### src/design/etsr_pkg.sv
// Package for the event timestamp sample record block
package etsr_pkg;

   localparam logic [11:0] ETSR_OFS_S4_NS = 12'h578;
   localparam logic [11:0] ETSR_OFS_S4_SEC = 12'h57C;
   localparam logic [11:0] ETSR_OFS_S4_SLOT = 12'h580;
   localparam logic [11:0] ETSR_OFS_S5_NS = 12'h584;
   localparam logic [11:0] ETSR_OFS_S5_SEC = 12'h588;
   localparam logic [11:0] ETSR_OFS_S5_SLOT = 12'h58C;

   localparam int ETSR_EDGE_BIT = 30;
   localparam int ETSR_NS_W = 30;
   localparam int ETSR_SEC_W = 32;
   localparam int ETSR_SLOT_W = 3;
   localparam int ETSR_UNIT_PTR_BIT = 8;

   localparam int ETSR_REF_PERIOD_NS = 40;
   localparam int ETSR_SLOT_NS = 8;
   localparam int ETSR_SLOTS = ETSR_REF_PERIOD_NS / ETSR_SLOT_NS;

   localparam logic [2:0] ETSR_SLOT_0NS = 3'h0;
   localparam logic [2:0] ETSR_SLOT_8NS = 3'h1;
   localparam logic [2:0] ETSR_SLOT_16NS = 3'h2;
   localparam logic [2:0] ETSR_SLOT_24NS = 3'h3;
   localparam logic [2:0] ETSR_SLOT_32NS = 3'h4;

   localparam logic [31:0] ETSR_RESET_WORD = 32'h0000_0000;

   // One captured sample, everything software sees for it
   typedef struct packed {
      logic rising;
      logic [ETSR_NS_W-1:0] nanosec;
      logic [ETSR_SEC_W-1:0] seconds;
      logic [ETSR_SLOT_W-1:0] slot;
   } etsr_sample_t;

   // Capture strobe from the trigger logic
   typedef struct packed {
      logic valid;
      logic rising;
      logic [ETSR_NS_W-1:0] nanosec;
      logic [ETSR_SEC_W-1:0] seconds;
      logic [2:0] slot_index;
   } etsr_capture_t;

   typedef struct packed {
      etsr_sample_t [1:0][1:0] rec;
      logic [31:0] rdata;
   } etsr_state_t;

endpackage

### src/design/etsr_records.sv
// Fourth and fifth event timestamp sample records with register read port
//
// Added by the designer: the address-and-strobe port.
`timescale 1ns/100ps
// Overview of operation
// - Nanosecond and seconds records show the unit chosen by index pointer bit 8.
// - Bit 30 of each nanoseconds record is 1 for rising, 0 for falling.
// - Fourth nanoseconds record holds ns in bits 29:0, bit 31 zero.
// - Fifth nanoseconds record holds ns in bits 29:0, bit 31 zero.
// - Fourth seconds record holds 32 bits of seconds.
// - Fifth seconds record holds 32 bits of seconds.
// - Fourth phase record holds slot in bits 2:0, upper bits zero.
// - Fifth phase record holds slot in bits 2:0.
// - Slot codes: 000=0ns, 001=8ns, 011=24ns, 100=32ns.
// - The 16 ns slot uses code 010, not the misprinted 101.
// - Each 40 ns reference period splits into five 8 ns slots.
module etsr_records
   import etsr_pkg::*;
#(
   parameter int UNITS = 2
)
(
   input wire logic sys_clk,
   input wire logic rst_b,
   input wire logic [11:0] reg_addr,
   input wire logic [31:0] reg_wdata,
   input wire logic reg_wr,
   input wire logic reg_rd,
   output logic [31:0] reg_rdata,
   input wire logic [31:0] unit_index,
   input wire etsr_capture_t [UNITS-1:0] cap4,
   input wire etsr_capture_t [UNITS-1:0] cap5
);

   // One-hot register hit, decoded apart from the data path
   typedef struct packed {
      logic s4_ns;
      logic s4_sec;
      logic s4_slot;
      logic s5_ns;
      logic s5_sec;
      logic s5_slot;
   } etsr_hit_t;

   etsr_state_t st_q;
   etsr_state_t st_d;
   logic unit_sel;
   etsr_hit_t hit;
   etsr_sample_t u0_s4;
   etsr_sample_t u0_s5;
   etsr_sample_t u1_s4;
   etsr_sample_t u1_s5;
   etsr_sample_t cur4;
   etsr_sample_t cur5;
   logic [31:0] word_s4_ns;
   logic [31:0] word_s4_sec;
   logic [31:0] word_s4_slot;
   logic [31:0] word_s5_ns;
   logic [31:0] word_s5_sec;
   logic [31:0] word_s5_slot;
   logic [31:0] rd_word;

   // Slot index 0..4 to code; out-of-range index clamps to last slot
   function automatic logic [2:0] slot_code(input logic [2:0] idx);
      logic [2:0] c;
      c = ETSR_SLOT_32NS;
      case (idx)
         3'h0:
         begin
            c = ETSR_SLOT_0NS;
         end
         3'h1:
         begin
            c = ETSR_SLOT_8NS;
         end
         3'h2:
         begin
            c = ETSR_SLOT_16NS;
         end
         3'h3:
         begin
            c = ETSR_SLOT_24NS;
         end
         3'h4:
         begin
            c = ETSR_SLOT_32NS;
         end
         default:
         begin
            // Reserved codes never leave the block
            c = ETSR_SLOT_32NS;
         end
      endcase
      return c;
   endfunction

   function automatic etsr_sample_t take(input etsr_capture_t c);
      etsr_sample_t s;
      s.rising = c.rising;
      s.nanosec = c.nanosec;
      s.seconds = c.seconds;
      s.slot = slot_code(c.slot_index);
      return s;
   endfunction

   function automatic logic [31:0] ns_word(input etsr_sample_t s);
      return {1'b0, s.rising, s.nanosec};
   endfunction

   function automatic logic [31:0] slot_word(input etsr_sample_t s);
      return {29'h0000000, s.slot};
   endfunction

   // Only two units are addressable through a single pointer bit
   assign unit_sel = (UNITS > 1) ? unit_index[ETSR_UNIT_PTR_BIT] : 1'b0;

   assign u0_s4 = st_q.rec[0][0];
   assign u0_s5 = st_q.rec[0][1];
   assign u1_s4 = st_q.rec[1][0];
   assign u1_s5 = st_q.rec[1][1];

   // Both samples follow the one pointer, so a unit is never mixed
   always_comb
   begin
      if (unit_sel)
      begin
         cur4 = u1_s4;
         cur5 = u1_s5;
      end
      else
      begin
         cur4 = u0_s4;
         cur5 = u0_s5;
      end
   end

   // Software view of each record of the selected unit
   always_comb
   begin
      word_s4_ns = ns_word(cur4);
      word_s4_sec = cur4.seconds;
      word_s4_slot = slot_word(cur4);
      word_s5_ns = ns_word(cur5);
      word_s5_sec = cur5.seconds;
      word_s5_slot = slot_word(cur5);
   end

   // Decode kept one-hot so the read mux stays a single level
   always_comb
   begin
      hit = '0;
      if (reg_addr == ETSR_OFS_S4_NS)
      begin
         hit.s4_ns = 1'b1;
      end
      else if (reg_addr == ETSR_OFS_S4_SEC)
      begin
         hit.s4_sec = 1'b1;
      end
      else if (reg_addr == ETSR_OFS_S4_SLOT)
      begin
         hit.s4_slot = 1'b1;
      end
      else if (reg_addr == ETSR_OFS_S5_NS)
      begin
         hit.s5_ns = 1'b1;
      end
      else if (reg_addr == ETSR_OFS_S5_SEC)
      begin
         hit.s5_sec = 1'b1;
      end
      else if (reg_addr == ETSR_OFS_S5_SLOT)
      begin
         hit.s5_slot = 1'b1;
      end
      else
      begin
         // Unmapped offsets read back as zero
         hit = '0;
      end
   end

   always_comb
   begin
      rd_word = ETSR_RESET_WORD;
      if (hit.s4_ns)
      begin
         rd_word = word_s4_ns;
      end
      else if (hit.s4_sec)
      begin
         rd_word = word_s4_sec;
      end
      else if (hit.s4_slot)
      begin
         rd_word = word_s4_slot;
      end
      else if (hit.s5_ns)
      begin
         rd_word = word_s5_ns;
      end
      else if (hit.s5_sec)
      begin
         rd_word = word_s5_sec;
      end
      else if (hit.s5_slot)
      begin
         rd_word = word_s5_slot;
      end
      else
      begin
         rd_word = ETSR_RESET_WORD;
      end
   end

   always_comb
   begin
      st_d = st_q;
      for (int u = 0; u < UNITS && u < 2; u++)
      begin
         // Whole record replaced in one edge, never a mix
         if (cap4[u].valid)
         begin
            st_d.rec[u][0] = take(cap4[u]);
         end
         if (cap5[u].valid)
         begin
            st_d.rec[u][1] = take(cap5[u]);
         end
      end
      // Reads only return data; writes are ignored, all records RO
      st_d.rdata = ETSR_RESET_WORD;
      if (reg_rd)
      begin
         st_d.rdata = rd_word;
      end
   end

   always_ff @(posedge sys_clk or negedge rst_b)
   begin
      if (!rst_b)
      begin
         st_q <= '0;
      end
      else
      begin
         st_q <= st_d;
      end
   end

   assign reg_rdata = st_q.rdata;

endmodule

### config.mk
export PLATFORM = sky130hd
export DESIGN_NAME = etsr_records
export DESIGN_NICKNAME = d
export VERILOG_FILES = /design/src/design/etsr_pkg.sv /design/src/design/etsr_records.sv
export SDC_FILE = /design/constraint.sdc
export NUM_CORES = 1
export LEC_CHECK = 0
export BUFFER_PORTS_ARGS = -buffer_cell sky130_fd_sc_hd__buf_2
export CORE_MARGIN = 4
export CORE_UTILIZATION = 55
export CTS_CLUSTER_DIAMETER = 40
export CTS_CLUSTER_SIZE = 28
export DETAILED_ROUTE_END_ITERATION = 10
export GPL_TIMING_DRIVEN = 1
export MAX_ROUTING_LAYER = met4
export PLACE_DENSITY = 0.93
export SYNTH_ARGS = -nofsm -noshare
export SYNTH_HDL_FRONTEND = slang
export SYNTH_SLANG_ARGS = --single-unit
### constraint.sdc
create_clock -name sys_clk -period 2 [get_ports sys_clk]
set_clock_uncertainty 0.05 [all_clocks]
set_input_delay 0.3 -clock sys_clk [delete_from_list [all_inputs] [get_ports sys_clk]]
set_output_delay 0.3 -clock sys_clk [all_outputs]
set_load 0.005 [all_outputs]
Word level (Yosys, flattened, before mapping)
Index checks and enable logic that the tools add are counted.
{"block": "op_classes", "n_eq_ne": 18, "muxes": 33, "n_reduce_logical": 4}
{"cell": "$mux W32", "n": 6}
{"cell": "$mux W66", "n": 2}
{"cell": "$eq A12 B11 Y1 const B", "n": 6}
{"cell": "$pmux W3 S4", "n": 4}
{"cell": "$mux W5", "n": 6}
{"cell": "$eq A3 B2 Y1 const B", "n": 8}
{"cell": "$eq A3 B1 Y1 const B", "n": 4}
{"cell": "$logic_not A3 Y1", "n": 4}
{"cell": "$mux W3", "n": 3}
{"cell": "$mux W1", "n": 8}
{"cell": "$mux W4", "n": 2}
{"cell": "$mux W2", "n": 2}
{"block": "word_totals", "register_bits": 296, "inputBits": 348, "output_inout_bits": 32, "wordCells": 72}

Longest topological paths before layout
{"block": "logic_depth", "word_depth": 18, "mapped_depth": 7, "depth_no_buf": 4}

Least setup slack after synthesis
OpenSTA, ideal clock, no wires.
{"block": "synth_timing", "path_kind": "input port to flip-flop", "startpoint": "in reg_addr[11]", "endpoint": "reg st_q (netlist bit reg_rdata[15])", "setup_ps": 87, "t_arrival_ps": 1383, "required_time_ps": 1863, "path_slack_ps": 480, "cell_stages": 6, "path_buffers": 2, "path_cell_list": "nor4b_2 nand3b_2 or2_1 buf_6 buf_6 a211oi_2"}
{"element": "start: declaration", "line_no": "etsr_records.sv:25", "source": "input wire logic [11:0] reg_addr,"}
{"element": "end signal: assignment", "line_no": "etsr_records.sv:247", "source": "st_q <= st_d;"}
{"element": "end: declaration", "line_no": "etsr_records.sv:45", "source": "etsr_state_t st_q;"}

==> results by stage <==
Die:
- The total area inside the core boundary comes to 0.02368 mm².
- From left edge to right edge, the die measures 163.8 µm.
- The area enclosed by the die boundary is 0.02683 mm².
- The chip height is 163.8 µm.
- The initialized floorplan defines 56 standard-cell rows.
- The initial core utilization is 56.37%.
- 380 I/O pins were placed.

Timing:
- Setup repair after global routing left no endpoint under its margin.
- The number of setup violations in the final report is 0.
- Static timing analysis puts the maximum clock frequency at 638.7 MHz.
- The worst path uses 78.28% of the clock period.
- The clock period minus worst slack is 1566 ps.
- At the pin with the least slew margin, the transition time is 528.3 ps.
- The setup TNS after final layout is 0 ps.
- The hold violation count in the final report is 0.
- In this run the tightest slew margin relative to its limit is 64.78%.
- The final-layout worst hold slack is 20.33 ps.
- The final count of pins violating max slew is 0.

Clocking:
- The clock-pin slew of the registers on the worst-case setup and hold paths is 60 ps.
- The cell chosen for the clock root is sky130_fd_sc_hd__clkbuf_16.
- The number of setup buffers added after CTS is 0.
- No sink is reached through more buffers than the 3 on the longest clock path.
- In this run the number of H-tree levels came out at 2.
- The worst-skew pair later-pin latency is 510 ps.
- The number of clock buffers added by TritonCTS is 38.
- The number of clock sinks seen by CTS is 296.
- The CTS tree is yes.

Final layout:
- The layout filler cell count is 1205.
- At the end of the flow, the number of nets in the layout was 1848.
- The area overhead of the layout relative to synthesis is 43.13%.
- The number of standard cells in the final layout excluding fillers is 1862.
- The final cell area excluding filler cells is 0.01911 mm².
- The share of final-layout standard cells stronger than drive strength 1 is 46.11%.

Routing:
- For this block, the initial DRC count from the detailed router was 993.
- Dividing the detail-routed wire length by the instance count gives 27.54 µm.
- The iteration count of the initial detailed-routing pass is 5.
- The total DRC errors in the routed layout is 0.
- The total wire length after detailed routing is 51280 µm.
- The via density per instance is 6.083.
- The detailed router placed 11.33k vias in this run.
- Once detail routing completed, the nets flagged for antenna violations numbered 0.

Min path:
- The worst hold path was traced through 3 stages.
- The destination of the worst hold path is st_q[99]$_DFFE_PN0P_.
- The class of the tightest hold or removal check is input pin to flop.
- The start point of the worst min-delay path is cap5[1].

Yosys:
- Among all flip-flop cells after synthesis, the most frequent one is sky130_fd_sc_hd__dfrtp_1.
- Of all flip-flops after synthesis, the portion carrying an async set or reset was 100.0%.
- In this run, synthesis produced a sequential element count of 296.
- Counting flops with a built-in enable in the synthesized netlist gives 0.
- During synthesis, Yosys emitted a total of 0 warnings.
- Summing the areas of all xor and xnor instances in the mapped netlist gives 0% of the synthesized area.
- Counting instances in the post-synthesis netlist gives the leading cell types as 296 x sky130_fd_sc_hd__dfrtp_1, 258 x sky130_fd_sc_hd__mux2_2, 130 x sky130_fd_sc_hd__mux2i_1.
- Sequential elements use 55.49% of the synthesized area.
- Measured against the total synthesized area, the mux share comes to 31.51%.
- The share of the synthesized area in compound gates (AO/OA/AOI/OAI) is 5.821%.
- By instance count, the leading cell after synthesis is sky130_fd_sc_hd__dfrtp_1.
- The number of nets in the synthesized netlist is 1305.
- The unique cell type count in the Yosys netlist is 30.
- Of the total synthesized cell area, the portion taken by AND, OR, NAND and NOR gates is 2.446%.
- The area share of the largest cell type after synthesis is 55.49%.
- Of all cell types, the one taking the most synthesized area is sky130_fd_sc_hd__dfrtp_1.
- The main combinational cell family by area after synthesis is multiplexers.
- The summed instance area of the synthesized netlist is 0.01335 mm².
- The adder-cell share of the synthesized area is 0%.
- The mean instance size in the synthesized netlist is 13.95 µm².
- The cell count after synthesis is 957.
- In the post-synthesis netlist, the biggest area contributors are sky130_fd_sc_hd__dfrtp_1 55%, sky130_fd_sc_hd__mux2_2 22%, sky130_fd_sc_hd__mux2i_1 9.7%, sky130_fd_sc_hd__buf_4 2.2%, sky130_fd_sc_hd__a22oi_1 1.7%.

Global routing:
- The initial antenna violation count came to 13.
- The largest net degree at the start of global routing is 69.
- The combined global-route utilization of all metal layers is 39.27%.
- The global route total overflow is 0.
- The wire length of the first global-routing pass is 76250 µm.
- The via count of the first global-routing pass is 13.02k.

Worst setup path:
- The worst register-to-register path has a depth of 4.
- The startpoint of the worst-slack reg-to-reg timing path is st_q[289]$_DFFE_PN0P_.
- The category of the critical setup timing path is input pin to flop.
- The endpoint class of the critical path is a flop.
- The maximum fanout encountered on the critical timing path is 8.
- The endpoint identified for the worst register-to-register timing path is reg_rdata[24]$_DFF_PN0_.
- The critical path arrival is 1900 ps.
- The critical path startpoint category is an input pin.
- The worst register-to-register path has a setup slack of 500 ps.
- The worst endpoint required time is 2340 ps.

Power and ir drop:
- In this run the static leakage power is 8.832 nW.
- Power spread over the standard cell area amounts to 860.0 mW/mm².
- Across the VDD grid, the largest voltage drop is 0.7910 mV.

Placed design:
- The half-perimeter wire length after placement is 26700 µm.
- The number of port buffers is 315.
- The routability congestion estimate is 0.8697.
- The cell count after placement is 1536.
- In this run the cell area measured after placement is 0.01533 mm².

Run:
- Across the run, the number of max-cap violations was 0.

Status:
- The flow ran to the end, and the final reports show no timing, DRC or antenna violations.
## power by group
group	leakage, nW	total [W]	internal, W	switching [W]
Combinational	4.64	0.00239	0.00130	0.00109
Clock	0.648	0.00712	0.00420	0.00293
Sequential	3.54	0.00692	0.00652	0.000396
## timing repair
| action | 4_1_cts | 5_1_grt |
|---|---|---|
| resized for setup | 0 | 0 |
| endpoints found under the hold margin | 287 | 1 |
| setup endpoints to repair | 0 | 0 |
| hold buffers | 242 | 1 |
## registers in the layout (all words and copies together), names as in the netlist
name       count
reg_rdata     32
st_q         264
## kinds of logic (layout without fill, tap and decap cells)
logic type,after synthesis,after routing
mux,388,388
flops,296,296
buf+inv,111,683
compound gates,103,103
simple gates,59,59
other cells,0,14
## worst max path at each step
stage                       startpoint                 endpoint  slack [ps]  cells past startpoint
after floorplan           reg_addr[11]  reg_rdata[15]$_DFF_PN0_         480                      6
after global placement    reg_addr[11]  reg_rdata[31]$_DFF_PN0_         160                      6
after global routing      reg_addr[11]   reg_rdata[5]$_DFF_PN0_         420                      6
final                     reg_addr[11]   reg_rdata[6]$_DFF_PN0_         430                      6
after CTS                 reg_addr[11]   reg_rdata[6]$_DFF_PN0_         590                      6
after detailed placement  reg_addr[11]   reg_rdata[6]$_DFF_PN0_          80                      6
## metal layers
layer | wire length [µm] | vias to the layer above | GRT usage [%]
li1 | - | 4569 | -
met1 | 16910 | 5600 | 40.01
met2 | 26290 | 838 | 65.33
met3 | 3806 | 319 | 9.737
met4 | 4277 | 0 | 29.58
met5 | 0 | - | -
## critical path: stages
cell and delay (ps):
sky130_fd_sc_hd__buf_2 130, sky130_fd_sc_hd__nor4b_2 400, sky130_fd_sc_hd__nand3b_2 250, sky130_fd_sc_hd__or2_2 380
sky130_fd_sc_hd__buf_4 190, sky130_fd_sc_hd__a211oi_1 250
## area by class of cell
cell class / count / area [µm²] / share of cell area, %
Tap cell: 319 / 399.1 / 2.089
Clock inverter: 26 / 274.0 / 1.434
Timing Repair Buffer: 605 / 4601 / 24.08
Inverter: 9 / 33.78 / 0.1768
Multi-Input combinational cell: 550 / 5326 / 27.88
Clock buffer: 43 / 1031 / 5.396
Antenna cell: 14 / 35.03 / 0.1834
Sequential cell: 296 / 7407 / 38.77
## cells in the final DEF, fill, tap and decap left out, drive strengths merged, types with 28 or more instances in the layout
cell type	n
mux2i	130
a211oi	29
dfrtp	296
buf	362
dlygate4sd3	243
clkbuf	43
a22oi	31
mux2	258
nand2	31
o22ai	28
## stage by stage
step	power [W]	setup slack (ps)	utilization (%)
floorplan	0.007887	480.1	-
global placement	0.008623	163.4	64.75
detailed placement	0.008745	83.90	64.75
CTS	0.01605	591.8	80.49
global route	0.01688	423.7	80.67
finish	0.01643	434.4	80.68
Power figures use the tool's default switching activity.
